**config.mk**
```make
export PLATFORM = sky130hd
export DESIGN_NAME = ir_counter_timer_pair
export DESIGN_NICKNAME = d
export VERILOG_FILES = /design/src/rtl/ir_timer_pkg.sv /design/src/rtl/ir_counter_timer_pair.sv
export SDC_FILE = /design/constraint.sdc
export NUM_CORES = 1
export LEC_CHECK = 0
export ABC_AREA = 1
export BUFFER_PORTS_ARGS = -buffer_cell sky130_fd_sc_hd__buf_2
export CORE_MARGIN = 2
export CORE_UTILIZATION = 35
export CTS_CLUSTER_SIZE = 14
export DETAILED_ROUTE_END_ITERATION = 16
export HOLD_SLACK_MARGIN = 0.06
export PLACE_DENSITY = 0.65
export SLEW_MARGIN = 20
export SYNTH_ARGS = -nofsm -noshare
export SYNTH_HDL_FRONTEND = slang
export SYNTH_SLANG_ARGS = --single-unit
```
**constraint.sdc**
```tcl
create_clock -name pclk -period 2.3 [get_ports pclk]
set_input_delay 0.115 -clock pclk [delete_from_list [all_inputs] [get_ports pclk]]
set_output_delay 0.115 -clock pclk [all_outputs]
set_load 0.02 [all_outputs]
```
**src/rtl/ir_timer_pkg.sv**
```systemverilog
/*
 Constants for the infrared counter/timer pair: register indices, field
 positions, reset values and mode encodings.
 Assumes a single 200 MHz system clock and an APB register slave.
*/
package ir_timer_pkg;

   // -------------------------------------------------------------------
   // Register indices (byte address is four times the index)
   // -------------------------------------------------------------------
   localparam logic [2:0] IDX_NARROW_CTRL = 3'h0;
   localparam logic [2:0] IDX_SHARED_CTRL = 3'h1;
   localparam logic [2:0] IDX_WIDE_CTRL = 3'h2;
   localparam logic [2:0] IDX_SYNC_CTRL = 3'h3;
   localparam logic [2:0] IDX_WIDE_RELOAD_HI = 3'h4;
   localparam logic [2:0] IDX_WIDE_RELOAD_LO = 3'h5;
   localparam logic [2:0] IDX_NARROW_RELOAD = 3'h6;
   localparam logic [2:0] IDX_LAST = 3'h6;
   localparam int ADDR_LSB = 2;
   localparam int ADDR_MSB = 4;

   // -------------------------------------------------------------------
   // Per-counter control fields (narrow_ctrl and wide_ctrl)
   // -------------------------------------------------------------------
   localparam int CTL_RUN = 7;
   localparam int CTL_SINGLE = 6;
   localparam int CTL_TIMEOUT = 5;
   localparam int CTL_CLK_HI = 4;
   localparam int CTL_CLK_LO = 3;
   localparam int CTL_TO_MASK = 1;
   localparam int CTL_PIN_EN = 0;

   // -------------------------------------------------------------------
   // Shared control fields
   // -------------------------------------------------------------------
   localparam int SH_MODE = 7;
   localparam int SH_COMBO = 6;
   localparam int SH_FUNC_HI = 5;
   localparam int SH_FUNC_LO = 4;
   localparam int SH_SUB_HI = 3;
   localparam int SH_SUB_LO = 2;
   localparam int SH_INIT_NARROW = 1;
   localparam int SH_INIT_WIDE = 0;
   localparam int FLAG_RISE = 1;
   localparam int FLAG_FALL = 0;

   // Sync control field
   localparam int SYNC_EN = 7;

   // -------------------------------------------------------------------
   // Encodings
   // -------------------------------------------------------------------
   localparam logic [1:0] SUB_NORMAL = 2'h0;
   localparam logic [1:0] SUB_PINGPONG = 2'h1;
   localparam logic [1:0] SUB_FORCE0 = 2'h2;
   localparam logic [1:0] SUB_FORCE1 = 2'h3;
   localparam logic [1:0] FN_AND = 2'h0;
   localparam logic [1:0] FN_OR = 2'h1;
   localparam logic [1:0] FN_NOR = 2'h2;
   localparam logic [1:0] FN_NAND = 2'h3;
   localparam logic [1:0] EDGE_FALL = 2'h0;
   localparam logic [1:0] EDGE_RISE = 2'h1;
   localparam logic [1:0] EDGE_BOTH = 2'h2;
   localparam logic [1:0] FILT_NONE = 2'h0;
   localparam logic [1:0] FILT_4 = 2'h1;
   localparam logic [1:0] FILT_8 = 2'h2;

   // Glitch filter lengths in system clock cycles
   localparam logic [3:0] FILT_LEN_4 = 4'h4;
   localparam logic [3:0] FILT_LEN_8 = 4'h8;

   // Reset values
   localparam logic [7:0] RST_CTRL = 8'h00;
   localparam logic [7:0] RST_RELOAD = 8'h00;

endpackage

```
**src/rtl/ir_counter_timer_pair.sv**
```systemverilog
/*
 8-bit and 16-bit counter/timer pair for infrared transmit and demodulation,
 with its APB register slave.
 Assumes pin inputs synchronous to pclk; APB master holds requests until
 pready; pready is always high so every access completes in its access phase.
*/
// Decided for this implementation: register access over APB.
// Overview of operation
// Writing one to wide run bit starts the wide counter; zero keeps it idle.
// Transmit: single-pass bit zero reloads at terminal count, one halts.
// Disabled wide counter in normal/ping-pong outputs inverse of its initial bit.
// Submode 10 or 11 forces wide output to zero or one.
// On enable wide counter loads hi*256+lo and output takes initial level.
// At zero: toggle output, timeout pulse if unmasked, set timeout flag.
// Reload bytes take effect only at the next load.
// Ping-pong: hardware hands the run bit between counters alternately.
// Ping-pong: timeout flag set at every terminal count.
// Pin enable bit zero routes each counter output to its pin; the code enables each pin when its pin enable bit is one.
// Combined bit in transmit puts logic of both outputs on combo pin.
// Combining function: 00 AND, 01 OR, 10 NOR, 11 NAND; AND at reset.
// Transmit submode 00 normal, 01 ping-pong.
// Demod filter: 00 none, 01 four cycles, 10 eight cycles.
// Demod edge select: 00 falling, 01 rising, 10 both.
// Demod input from first pin when zero, alternate pin when one.
// Mode bit zero transmit, one demodulation; transmit at reset.
// Edge flags set on edge; write one clears, zero leaves unchanged.
// Transmit: two low shared bits give initial output levels, reset zero.
// Sync mode restarts narrow carrier together with wide counter load.
// Counters decrement per prescaled tick and detect terminal count at zero.
`timescale 1ns/1ps
module ir_counter_timer_pair
   import ir_timer_pkg::*;
(
   input wire logic pclk,
   input wire logic presetn,
   input wire logic psel,
   input wire logic penable,
   input wire logic pwrite,
   input wire logic [31:0] paddr,
   input wire logic [31:0] pwdata,
   input wire logic [3:0] pstrb,
   output logic [31:0] prdata,
   output logic pready,
   output logic pslverr,
   input wire logic pin_demod_a,
   input wire logic pin_demod_b,
   output logic pin_narrow_out,
   output logic pin_narrow_oe,
   output logic pin_wide_out,
   output logic pin_wide_oe,
   output logic pin_combo_out,
   output logic pin_combo_oe,
   output logic narrow_timeout_pulse,
   output logic wide_timeout_pulse
);

   // ----------------------------------------------------------------------
   // State
   // ----------------------------------------------------------------------
   typedef struct packed {
      logic [7:0] narrow_ctrl;
      logic [7:0] wide_ctrl;
      logic [7:0] shared_ctrl;
      logic [7:0] sync_ctrl;
      logic [7:0] wide_reload_hi;
      logic [7:0] wide_reload_lo;
      logic [7:0] narrow_reload;
      logic [1:0] edge_flags;
      logic [7:0] narrow_count;
      logic [15:0] wide_count;
      logic narrow_level;
      logic wide_level;
      logic [2:0] prescale;
      logic [3:0] filt_count;
      logic filt_level;
      logic narrow_out;
      logic narrow_oe;
      logic wide_out;
      logic wide_oe;
      logic combo_out;
      logic combo_oe;
      logic narrow_pulse;
      logic wide_pulse;
   } state_s;

   state_s s;
   state_s next_s;

   // ----------------------------------------------------------------------
   // Helpers
   // ----------------------------------------------------------------------
   // Prescaler tick for clock select 1, 1/2, 1/4, 1/8
   function automatic logic tick_of(input logic [2:0] pre, input logic [1:0] sel);
      logic t;
      t = 1'b1;
      case (sel)
         2'h0: t = 1'b1;
         2'h1: t = (pre[0] == 1'b0);
         2'h2: t = (pre[1:0] == 2'h0);
         2'h3: t = (pre == 3'h0);
         default: t = 1'b1;
      endcase
      return t;
   endfunction

   // Address decode: register hit on an aligned, mapped word
   function automatic logic addr_hit(input logic [31:0] a);
      return (a[31:ADDR_MSB+1] == '0) && (a[1:0] == 2'h0)
         && (a[ADDR_MSB:ADDR_LSB] <= IDX_LAST);
   endfunction

   // Combination of both counter outputs
   function automatic logic combine(input logic [1:0] fn, input logic a, input logic b);
      logic r;
      r = 1'b0;
      case (fn)
         FN_AND: r = a & b;
         FN_OR: r = a | b;
         FN_NOR: r = ~(a | b);
         FN_NAND: r = ~(a & b);
         default: r = a & b;
      endcase
      return r;
   endfunction

   // ----------------------------------------------------------------------
   // APB answer
   // ----------------------------------------------------------------------
   logic [2:0] idx;
   logic hit;
   logic wr;
   logic transmit;
   logic [7:0] rd_byte;

   assign idx = paddr[ADDR_MSB:ADDR_LSB];
   assign hit = addr_hit(paddr);
   assign wr = psel && penable && pwrite && hit && pstrb[0];
   assign transmit = ~s.shared_ctrl[SH_MODE];
   assign pready = 1'b1;
   assign pslverr = psel && penable && !hit;

   // Read mux; edge flags replace initial levels in demodulation mode
   always_comb
   begin
      rd_byte = 8'h00;
      case (idx)
         IDX_NARROW_CTRL: rd_byte = s.narrow_ctrl;
         IDX_SHARED_CTRL: rd_byte = transmit ? s.shared_ctrl
            : {s.shared_ctrl[7:2], s.edge_flags};
         IDX_WIDE_CTRL: rd_byte = s.wide_ctrl;
         IDX_SYNC_CTRL: rd_byte = s.sync_ctrl;
         IDX_WIDE_RELOAD_HI: rd_byte = s.wide_reload_hi;
         IDX_WIDE_RELOAD_LO: rd_byte = s.wide_reload_lo;
         IDX_NARROW_RELOAD: rd_byte = s.narrow_reload;
         default: rd_byte = 8'h00;
      endcase
   end

   assign prdata = (psel && hit) ? {24'h000000, rd_byte} : 32'h00000000;

   // ----------------------------------------------------------------------
   // Next-state logic
   // ----------------------------------------------------------------------
   logic tick_n;
   logic tick_w;
   logic pingpong;
   logic toggles;
   logic load_n;
   logic load_w;
   logic demod_in;
   logic [3:0] filt_len;
   logic rise;
   logic fall;
   logic [1:0] submode;

   always_comb
   begin
      next_s = s;
      load_n = 1'b0;
      load_w = 1'b0;
      rise = 1'b0;
      fall = 1'b0;
      filt_len = 4'h0;
      submode = s.shared_ctrl[SH_SUB_HI:SH_SUB_LO];
      pingpong = transmit && (submode == SUB_PINGPONG);
      toggles = (submode == SUB_NORMAL) || (submode == SUB_PINGPONG);
      tick_n = tick_of(s.prescale, s.narrow_ctrl[CTL_CLK_HI:CTL_CLK_LO]);
      tick_w = tick_of(s.prescale, s.wide_ctrl[CTL_CLK_HI:CTL_CLK_LO]);
      next_s.prescale = s.prescale + 3'h1;
      next_s.narrow_pulse = 1'b0;
      next_s.wide_pulse = 1'b0;

      // Register writes
      if (wr)
      begin
         case (idx)
            IDX_NARROW_CTRL:
            begin
               next_s.narrow_ctrl = {pwdata[7:6], s.narrow_ctrl[CTL_TIMEOUT], pwdata[4:0]};
               if (pwdata[CTL_TIMEOUT])
                  next_s.narrow_ctrl[CTL_TIMEOUT] = 1'b0;
               load_n = pwdata[CTL_RUN] && !s.narrow_ctrl[CTL_RUN];
            end
            IDX_WIDE_CTRL:
            begin
               next_s.wide_ctrl = {pwdata[7:6], s.wide_ctrl[CTL_TIMEOUT], pwdata[4:0]};
               if (pwdata[CTL_TIMEOUT])
                  next_s.wide_ctrl[CTL_TIMEOUT] = 1'b0;
               load_w = pwdata[CTL_RUN] && !s.wide_ctrl[CTL_RUN];
            end
            IDX_SHARED_CTRL:
            begin
               if (transmit)
                  next_s.shared_ctrl = pwdata[7:0];
               else
               begin
                  next_s.shared_ctrl = {pwdata[7:2], s.shared_ctrl[1:0]};
                  next_s.edge_flags = s.edge_flags & ~pwdata[1:0];
               end
            end
            IDX_SYNC_CTRL: next_s.sync_ctrl = pwdata[7:0];
            IDX_WIDE_RELOAD_HI: next_s.wide_reload_hi = pwdata[7:0];
            IDX_WIDE_RELOAD_LO: next_s.wide_reload_lo = pwdata[7:0];
            IDX_NARROW_RELOAD: next_s.narrow_reload = pwdata[7:0];
            default: next_s = next_s;
         endcase
      end

      // Wide counter
      if (load_w)
      begin
         next_s.wide_count = {s.wide_reload_hi, s.wide_reload_lo};
         next_s.wide_level = s.shared_ctrl[SH_INIT_WIDE];
         if (s.sync_ctrl[SYNC_EN])
            load_n = 1'b1;
      end
      else if (s.wide_ctrl[CTL_RUN] && tick_w)
      begin
         if (s.wide_count == 16'h0000)
         begin
            if (toggles)
               next_s.wide_level = ~s.wide_level;
            next_s.wide_ctrl[CTL_TIMEOUT] = 1'b1;
            next_s.wide_pulse = s.wide_ctrl[CTL_TO_MASK];
            if (pingpong)
            begin
               next_s.wide_ctrl[CTL_RUN] = 1'b0;
               next_s.narrow_ctrl[CTL_RUN] = 1'b1;
               next_s.narrow_count = s.narrow_reload;
            end
            else if (s.wide_ctrl[CTL_SINGLE] && transmit)
               next_s.wide_ctrl[CTL_RUN] = 1'b0;
            else
               next_s.wide_count = {s.wide_reload_hi, s.wide_reload_lo};
         end
         else
            next_s.wide_count = s.wide_count - 16'h0001;
      end

      // Narrow counter
      if (load_n)
      begin
         next_s.narrow_count = s.narrow_reload;
         next_s.narrow_level = s.shared_ctrl[SH_INIT_NARROW];
      end
      else if (s.narrow_ctrl[CTL_RUN] && tick_n)
      begin
         if (s.narrow_count == 8'h00)
         begin
            if (toggles)
               next_s.narrow_level = ~s.narrow_level;
            next_s.narrow_ctrl[CTL_TIMEOUT] = 1'b1;
            next_s.narrow_pulse = s.narrow_ctrl[CTL_TO_MASK];
            if (pingpong)
            begin
               next_s.narrow_ctrl[CTL_RUN] = 1'b0;
               next_s.wide_ctrl[CTL_RUN] = 1'b1;
               next_s.wide_count = {s.wide_reload_hi, s.wide_reload_lo};
            end
            else if (s.narrow_ctrl[CTL_SINGLE] && transmit)
               next_s.narrow_ctrl[CTL_RUN] = 1'b0;
            else
               next_s.narrow_count = s.narrow_reload;
         end
         else
            next_s.narrow_count = s.narrow_count - 8'h01;
      end

      // Output levels; forced codes override enable state
      if (transmit && (submode == SUB_FORCE0))
         next_s.wide_out = 1'b0;
      else if (transmit && (submode == SUB_FORCE1))
         next_s.wide_out = 1'b1;
      else if (s.wide_ctrl[CTL_RUN])
         next_s.wide_out = s.wide_level;
      else
         next_s.wide_out = ~s.shared_ctrl[SH_INIT_WIDE];
      next_s.narrow_out = s.narrow_ctrl[CTL_RUN] ? s.narrow_level
         : ~s.shared_ctrl[SH_INIT_NARROW];
      next_s.narrow_oe = s.narrow_ctrl[CTL_PIN_EN];
      next_s.wide_oe = s.wide_ctrl[CTL_PIN_EN];
      next_s.combo_oe = transmit && s.shared_ctrl[SH_COMBO];
      next_s.combo_out = combine(s.shared_ctrl[SH_FUNC_HI:SH_FUNC_LO],
         s.narrow_out, s.wide_out);

      // Demodulator input select and glitch filter
      demod_in = s.shared_ctrl[SH_COMBO] ? pin_demod_b : pin_demod_a;
      case (submode)
         FILT_4: filt_len = FILT_LEN_4;
         FILT_8: filt_len = FILT_LEN_8;
         default: filt_len = 4'h0;
      endcase
      if (demod_in == s.filt_level)
         next_s.filt_count = 4'h0;
      else if ((s.filt_count + 4'h1) >= filt_len)
      begin
         next_s.filt_count = 4'h0;
         next_s.filt_level = demod_in;
         rise = demod_in;
         fall = ~demod_in;
      end
      else
         next_s.filt_count = s.filt_count + 4'h1;

      // Edge flags; a detected edge wins over a clear in the same cycle
      if (!transmit)
      begin
         case (s.shared_ctrl[SH_FUNC_HI:SH_FUNC_LO])
            EDGE_FALL: rise = 1'b0;
            EDGE_RISE: fall = 1'b0;
            EDGE_BOTH: rise = rise;
            default:
            begin
               rise = 1'b0;
               fall = 1'b0;
            end
         endcase
         if (rise)
            next_s.edge_flags[FLAG_RISE] = 1'b1;
         if (fall)
            next_s.edge_flags[FLAG_FALL] = 1'b1;
      end
   end

   // ----------------------------------------------------------------------
   // State register
   // ----------------------------------------------------------------------
   always_ff @(posedge pclk or negedge presetn)
   begin
      if (!presetn)
      begin
         s <= '0;
         s.narrow_ctrl <= RST_CTRL;
         s.wide_ctrl <= RST_CTRL;
         s.shared_ctrl <= RST_CTRL;
         s.sync_ctrl <= RST_CTRL;
         s.wide_reload_hi <= RST_RELOAD;
         s.wide_reload_lo <= RST_RELOAD;
         s.narrow_reload <= RST_RELOAD;
      end
      else
         s <= next_s;
   end

   // Pin and pulse outputs straight from flip-flops
   assign pin_narrow_out = s.narrow_out;
   assign pin_narrow_oe = s.narrow_oe;
   assign pin_wide_out = s.wide_out;
   assign pin_wide_oe = s.wide_oe;
   assign pin_combo_out = s.combo_out;
   assign pin_combo_oe = s.combo_oe;
   assign narrow_timeout_pulse = s.narrow_pulse;
   assign wide_timeout_pulse = s.wide_pulse;

endmodule

```
==> flow_summary.toml, run 1 <==
[clock_network]
path_clk_slew_ns = 0.08
cts_tree = "yes"
cts_root_buf = "clkbuf_16"
cts_buffers = 9
clkSinkCount = 100
h-tree-depth = 3
worstSkewPairLatency_ns = 0.36
clockBufferDepth = 2

[global_routing]
grt_pass1_wl_um = 27500
grt_remaining_overflow = 0
grt_pass1_vias = 5378
antenna_found_initial = 0
grtUsageTotal = 0.194
grt_max_degree = 49

[timing]
slew_headroom = 0.568
holdWs_ns = 0.0713
tightest_slew_ns = 0.645
fin_setup_tns_ns = 0
skew_ns = 0.0101
rsz0062_at_grt = "yes"
period_share = 0.910
maxSlewViolCount = 0
min_period_ns = 2.09
hold_violations = 0
clock.fmax_mhz = 478
setup_viol = 0

[final_layout]
fin_area_mm2 = 0.00710
fin_util = 0.426
largest_reg_flops = 90
nets = 987
top_register = "s"
num_antenna_cells = 0
area_growth_pct = 18.4
drive_gt1_frac = 0.167

[synth]
async_flop_share = 1.00
netlist_area_mm2 = 0.00599
syn_area_per_cell_um2 = 7.48
synth-seq-cells = 100
yosys.area.top_type = "dfrtp_1"
synth.most_common_cell = "nand2_1"
synth-edff-count = 0
synth_common_cells = "194 x nand2_1, 108 x inv_1, 100 x dfrtp_1, 100 x o21ai_0, 58 x nor2_1"
synth-warning-count = 0
synth_cells = 801
synth.distinct_cells = 51
synth_top_area_frac = 0.418
ys_seq_area_frac = 0.418
synth_ff_type = "dfrtp_1"
ys_top_cells_by_area = "dfrtp_1 42%, nand2_1 12%, o21ai_0 8.4%"

[power_and_ir_drop]
total_power_mw = 3.83
leakage_nw = 3.38
powerDensity_mw_per_mm2 = 540
ir_drop_mv = 0.452

[floorplan]
die_w_um = 135
initial_core_util = 0.360
ios = 117
coreArea_mm2 = 0.0166
num_rows = 47
die-area_mm2 = 0.0182
die-height_um = 135

[critical_path]
worst-setup-path-type = "reg -> out"
startpoint_type = "flop"
crit_chain = "buf_4 > inv_1 > or2_2 > o211ai_1 > o21ai_0 > a21oi_1 > a31oi_1 > buf_2"
crit_slowest_cell = "dfrtp_1"
cp.arrival_ns = 1.98
critical_path.top_delay_family = "compound AO/OA/AOI/OAI gates"
crit_required_ns = 2.18
crit_fanout = 10
crit_path_end_kind = "primary output"
path_buf_inv = 3
max_stage_delay_ns = 0.37

[status]
run_status = "completed"

[place]
gp_congestion = 0.894
place_area_mm2 = 0.00669
io_buffer_count = 64
hpwlAfterDp_um = 12500

[drt]
initialDrtViolationCount = 536
wirelength_um = 16700
vias = 5625
dr.pass1.iters = 5
routed_via_density = 5.00
remaining_drc_errors = 0
wl_per_cell_um = 14.8
ant_nets = 0

[worst_hold_path]
hp-class = "in -> reg"

[job]
maxCapViolations = 0
[logic make-up after synthesis]
family / Yosys count / share of synthesized area
buffers and inverters: 157 / 0.120
flip-flops: 100 / 0.418
adder cells (fa/ha/maj): 12 / 0.0251
XOR/XNOR: 5 / 0.00731
AO/OA/AOI/OAI: 203 / 0.195
AND/OR/NAND/NOR: 322 / 0.234
other: 2 / 0.00125
[routing by layer]
layer / track usage / routed length [um]
met2: 0.316 / 7960
met4: 0.0702 / 391
met1: 0.258 / 7400
met5: 0 / 0
met3: 0.0353 / 928
[placed cells by master, fill, tap and decap left out, types with 15 or more instances in the layout]
cell type	synthesis	final
a21oi_1	35	35
buf_2	8	63
buf_4	25	37
conb_1	2	25
dfrtp_1	100	100
inv_1	108	107
nand2_1	194	192
nand3_1	25	25
nor2_1	58	57
o21ai_0	100	99
o22ai_1	15	15
[worst paths after layout]
| check | to | cells past startpoint | slack, ns | start |
|---|---|---|---|---|
| max in group asynchronous | s[35]$_DFF_PN0_ | 3 | 1.35 | presetn |
| worst min-delay path | s[83]$_DFFE_PN0P_ | 3 | 0.07 | pwdata[7] |
| worst max register to register | s[38]$_DFF_PN0_ | 16 | 0.22 | s[13]$_DFF_PN0_ |
| min in group asynchronous | s[32]$_DFF_PN0_ | 2 | 0.20 | presetn |
| worst max-delay path | prdata[1] | 8 | 0.21 | s[83]$_DFFE_PN0P_ |
| worst min register to register | pin_wide_oe$_DFF_PN0_ | 0 | 0.41 | next_s[4]$_DFFE_PN0P_ |
[report_power, final]
part	switching, mW	internal (mW)	leakage (nW)	total, mW
sequential	0.0118	1.77	1.25	1.78
clock	0.756	0.894	0.152	1.65
combinational	0.262	0.138	1.98	0.400
total	1.03	2.80	3.38	3.83
[tightest hold or removal path, cell delays in order]
cell and delay (ns):
buf_2 0.16, nand2_1 0.06, o21ai_0 0.06
[area by class of cell]
cell class,count,area (um2)
clock buffer,10,239
clock inverter,6,75.1
fill,1660,9550
inverter,113,429
multi-input combinational,567,2870
sequential,100,2500
tap,220,275
timing repair buffer,109,703
[per-stage QoR]
stage	cells	worst slack [ns]
3_3_place_gp	1100	0.167
3_5_place_dp	1100	0.147
4_1_cts	1123	0.134
6_report	1125	0.207
2_1_floorplan	824	0.292
5_1_grt	1125	0.00395
[what timing repair did]
| item | in CTS | in global routing |
|---|---|---|
| hold buffers | 7 | 0 |
| gates resized for setup | 0 | 6 |
| hold endpoints to repair | 81 | 0 |
| endpoints found under the setup margin | 0 | 16 |
| setup buffers | 0 | 2 |
(Power assumes the default switching activity.)
==> run 2, diff against run 1 <==
- TNS_END_PERCENT: unset -> 50
- clock period: 2.3 -> 2.25 ns (I/O delays scaled with it)
==> run 2 against run 1 <==
Hold slack gained 0.0058 ns. Power grew 2.8%. Cell count is 0.18% lower. Highest routed layer unchanged. Largest cell class unchanged. Sequential share of layout area is 0.087 points lower. Combinational power grew 5%. Routed wire length decreased by 0.64%.
==> flow_summary.toml, run 2 (synthesis gave the netlist of run 1 again) <==
[status]
run_status = "completed"

[place]
gp_congestion = 0.872
hpwlAfterDp_um = 12400
io_buffer_count = 64

[power_and_ir_drop]
clockPowerShare = 0.432
internal_power_mw = 2.86
seqPwrFrac = 0.462
netSwitchingPower_mw = 1.08
p_sw_frac = 0.274
ir_drop_mv = 0.481
powerDensity_mw_per_mm2 = 553
combPwrFrac = 0.106
leakage_nw = 3.40

[critical_path]
cp.arrival_ns = 2.32
startpoint_type = "flop"
crit_path_end_kind = "flop"
crit_required_ns = 2.50
worst-setup-path-type = "reg -> reg"
crit_fanout = 9

[clock_network]
cts_buffers = 9
cts_root_buf = "clkbuf_16"
clockBufferDepth = 2
clkSinkCount = 100
path_clk_slew_ns = 0.08
h-tree-depth = 3
worstSkewPairLatency_ns = 0.36
cts_tree = "yes"

[drt]
vias = 5626
remaining_drc_errors = 0
routed_via_density = 5.01
dr.pass1.iters = 6
ant_nets = 0
wirelength_um = 16600
wl_per_cell_um = 14.8
initialDrtViolationCount = 365

[timing]
maxSlewViolCount = 0
period_share = 0.920
setup_viol = 0
holdWs_ns = 0.0771
fin_setup_tns_ns = 0
skew_ns = 0.00919
hold_violations = 0
slew_headroom = 0.579
min_period_ns = 2.07
clock.fmax_mhz = 483
tightest_slew_ns = 0.630
rsz0062_at_grt = "no"

[global_routing]
grt_pass1_wl_um = 26700
antenna_found_initial = 0
grt_pass1_vias = 5180
grt_max_degree = 45
grtUsageTotal = 0.187
grt_remaining_overflow = 0

[final_layout]
top_register = "s"
nets = 985
num_antenna_cells = 0
final_cell_mix = "191 x nand2_1, 106 x inv_1, 100 x dfrtp_1"
layout_commonest_cell = "nand2_1"
largest_reg_flops = 90
area_growth_pct = 18.7
fin_util = 0.427
drive_gt1_frac = 0.169

[worst_hold_path]
hp-class = "in -> reg"

[floorplan]
ios = 117
initial_core_util = 0.360
num_rows = 47
die-height_um = 135
die-area_mm2 = 0.0182
die_w_um = 135
coreArea_mm2 = 0.0166

[job]
maxCapViolations = 0
==> run 2: cell types whose count changed in the layout (fill, tap and decap cells not counted) <==
| cell | previous run | this run |
|---|---|---|
| buf_4 | 37 | 35 |
| clkbuf_8 | 1 | 0 |
| clkinv_4 | 0 | 1 |
| clkinv_8 | 0 | 2 |
| inv_1 | 107 | 106 |
| inv_6 | 4 | 3 |
| nand2_1 | 192 | 191 |
| nand2_4 | 2 | 3 |
| nor2_1 | 57 | 55 |
| nor2_2 | 3 | 4 |
| nor2_4 | 2 | 3 |
| o21ai_0 | 99 | 97 |
| o21ai_1 | 9 | 11 |
==> run 2: what timing repair did <==
action                     in CTS  in global routing
setup buffers                   0                  1
resized for setup               0                 14
hold endpoints to repair       53                  0
setup endpoints to repair       0                 22
hold buffers                    7                  0
==> run 2: power by group through the flow <==
stage / sequential, mW / combinational (mW) / clock [mW]
6_report: 1.82 / 0.418 / 1.70
5_1_grt: 1.82 / 0.465 / 1.79
4_1_cts: 1.82 / 0.414 / 1.72
3_5_place_dp: 1.85 / 0.403 / 0
3_3_place_gp: 1.85 / 0.402 / 0
2_1_floorplan: 1.85 / 0.246 / 0
==> run 2: per-stage QoR <==
| stage | total power, mW | worst slack, ns | cells | cell area (um2) |
|---|---|---|---|---|
| global placement | 2.26 | 0.136 | 1099 | 6670 |
| global route | 4.08 | 0.0157 | 1123 | 7110 |
| CTS | 3.96 | 0.0747 | 1122 | 7060 |
| detailed placement | 2.26 | 0.0932 | 1099 | 6670 |
| finish | 3.94 | 0.181 | 1123 | 7110 |
| floorplan | 2.10 | 0.242 | 824 | 6080 |
==> run 2: worst paths after layout <==
kind,from,to,slack [ns],cells past startpoint
max,s[18]$_DFF_PN0_,s[29]$_DFF_PN0_,0.18,16
min,pwdata[7],s[83]$_DFFE_PN0P_,0.08,3
max reg2reg,s[18]$_DFF_PN0_,s[29]$_DFF_PN0_,0.18,16
min reg2reg,next_s[4]$_DFFE_PN0P_,pin_wide_oe$_DFF_PN0_,0.41,0
max in group asynchronous,presetn,s[65]$_DFFE_PN0P_,1.22,3
min in group asynchronous,presetn,s[32]$_DFF_PN0_,0.32,2
==> run 2: critical path, cell delays in order (launching register included) <==
cell and delay, ns:
dfrtp_1 0.38, inv_1 0.07, ha_1 0.16, nand3_1 0.09, nor2_1 0.14, nand2_2 0.12, buf_4 0.17, inv_1 0.10
nand2_1 0.11, nand2_2 0.11, inv_2 0.08, o21ai_0 0.09, nand2_1 0.07, o21ai_0 0.07, nand2_1 0.07, o21ai_1 0.08
inv_1 0.05
==> run 2: final cells by class <==
class,instances,area [um2]
tap,220,275
multi-input combinational,567,2890
fill,1736,9530
clock inverter,7,100
sequential,100,2500
timing repair buffer,107,688
clock buffer,9,225
inverter,113,433
==> run 2: per-layer routing <==
| metal | track usage | routed length, um |
|---|---|---|
| met2 | 0.303 | 7750 |
| met1 | 0.254 | 7450 |
| met4 | 0.0561 | 384 |
| met5 | 0 | 0 |
| met3 | 0.0379 | 985 |
==> run 3, diff against run 2 <==
- CTS_BUF_LIST: unset -> sky130_fd_sc_hd__clkbuf_4
==> run 3 against run 2 <==
Power shrank 15%. Combinational power about the same. Global-route usage about the same. First-iteration DRC count is 9.0% higher. Critical path depth fell by 9. Largest power group unchanged. Register-to-register slack about the same. Critical path type is now reg -> out. Non-clock buffer count is 3 higher. Routed wire length barely moved. Count of clock-buffer cells in the layout unchanged. Sequential cell count stayed put.
==> flow_summary.toml, run 3 (synthesis gave the netlist of run 1 again) <==
[worst_hold_path]
holdPathStages = 4
min_from = "pin_demod_b"
hp-class = "in -> reg"
min_to = "s[8]$_DFFE_PN0P_"

[final_layout]
area_growth_pct = 16.7
final_cell_mix = "191 x nand2_1, 105 x inv_1, 100 x dfrtp_1"
layout_commonest_cell = "nand2_1"
nets = 988
fill_cells = 1764
largest_reg_flops = 90
top_register = "s"
drive_gt1_frac = 0.170

[floorplan]
initial_core_util = 0.360
die_w_um = 135
ios = 117
coreArea_mm2 = 0.0166
num_rows = 47
die-height_um = 135
die-area_mm2 = 0.0182

[timing]
hold_violations = 0
maxSlewViolCount = 0
tightest_slew_ns = 0.675
skew_ns = 0.0203
slew_headroom = 0.549
holdWs_ns = 0.138
setup_viol = 0
fin_setup_tns_ns = 0
min_period_ns = 2.14
clock.fmax_mhz = 467
period_share = 0.952
setup_ws_ns = 0.107

[critical_path]
rr_worst_depth = 16
reg2reg_from = "s[18]$_DFF_PN0_"
cp.arrival_ns = 2.03
crit_slowest_cell = "dfrtp_1"
crit_path_end_kind = "primary output"
crit_fanout = 5
worst-setup-path-type = "reg -> out"
startpoint = "s[83]$_DFFE_PN0P_"
crit_required_ns = 2.14
startpoint_type = "flop"
r2r_end = "s[29]$_DFF_PN0_"
rrSetupSlack_ns = 0.17
max_stage_delay_ns = 0.48
crit_chain = "inv_2 > or2_2 > o211ai_1 > o21ai_0 > a21oi_1 > a31oi_1 > buf_2"

[place]
dp_slack_ns = 0.0932
gp_congestion = 0.872
io_buffer_count = 64
hpwlAfterDp_um = 12400

[job]
maxCapViolations = 0

[global_routing]
antenna_found_initial = 1
grt_max_degree = 45
grtUsageTotal = 0.187
grt_remaining_overflow = 0
grt_pass1_wl_um = 26600
grt_pass1_vias = 5189

[clock_network]
cts_tree = "yes"
clockBufferDepth = 2
clkSinkCount = 100
h-tree-depth = 3
cts_root_buf = "clkbuf_4"
path_clk_slew_ns = 0.18
cts_buffers = 9
worstSkewPairLatency_ns = 0.50

[drt]
wirelength_um = 16600
routed_via_density = 4.97
remaining_drc_errors = 0
vias = 5613
ant_nets = 0
wl_per_cell_um = 14.7
dr.pass1.iters = 6
initialDrtViolationCount = 398

[status]
run_status = "completed"

[power_and_ir_drop]
leakage_nw = 3.34
ir_drop_mv = 0.342
powerDensity_mw_per_mm2 = 478
total_power_mw = 3.34
==> run 3: changes by cell type in the layout (fill, tap and decap cells not counted), sizes merged <==
cell,delta
diode,+3
dlygate4sd3,+3
==> run 3: area by class of cell <==
type                            instances  area (um2)  area share
Antenna cell                            3        7.51     0.00107
Clock buffer                            9        67.6     0.00966
Clock inverter                          7         100      0.0143
Inverter                              113         433      0.0619
Multi-Input combinational cell        567        2890       0.413
Sequential cell                       100        2500       0.358
Tap cell                              220         275      0.0394
Timing Repair Buffer                  110         718       0.103
==> run 3: worst max-delay path by stage <==
| stage | end | slack (ns) | cells past startpoint |
|---|---|---|---|
| after global placement | s[18]$_DFF_PN0_ | 0.14 | 13 |
| after CTS | s[18]$_DFF_PN0_ | 0.06 | 13 |
| after floorplan | s[28]$_DFF_PN0_ | 0.24 | 14 |
| final | prdata[1] | 0.11 | 7 |
| after global routing | s[25]$_DFF_PN0_ | -0.006 | 9 |
| after detailed placement | s[18]$_DFF_PN0_ | 0.09 | 13 |
==> run 3: repair_timing <==
item                                    in CTS  in global routing
endpoints found under the hold margin       71                  0
gates resized for setup                      0                 14
endpoints found under the setup margin       0                 23
buffers inserted                             0                  1
hold buffers                                10                  0
==> run 3: metrics by stage <==
stage / std cells / area, um2 / util
2_1_floorplan: 824 / 6080 / -
3_3_place_gp: 1099 / 6670 / 0.400
3_5_place_dp: 1099 / 6670 / 0.400
4_1_cts: 1125 / 6930 / 0.417
5_1_grt: 1129 / 6990 / 0.420
6_report: 1129 / 6990 / 0.420
==> run 3: layer usage <==
layer	track usage	routed length [um]	vias to the layer above	part of all wire
li1	-	-	2785	-
met1	0.254	7460	2635	0.45
met2	0.304	7700	171	0.47
met3	0.0368	1090	22	0.066
met4	0.0556	311	0	0.019
met5	0	0	-	0
==> run 3: critical path, delay by kind of cell (launching register included) <==
family / cells / cell delay, ns
flip-flops: 1 / 0.48
AO/OA/AOI/OAI: 4 / 0.52
AND/OR/NAND/NOR: 1 / 0.27
buffers and inverters: 2 / 0.26
==> run 3: power by group <==
part / internal [mW] / switching [mW] / total (mW)
Combinational: 0.156 / 0.265 / 0.421
Clock: 0.375 / 0.724 / 1.10
Sequential: 1.81 / 0.0123 / 1.82
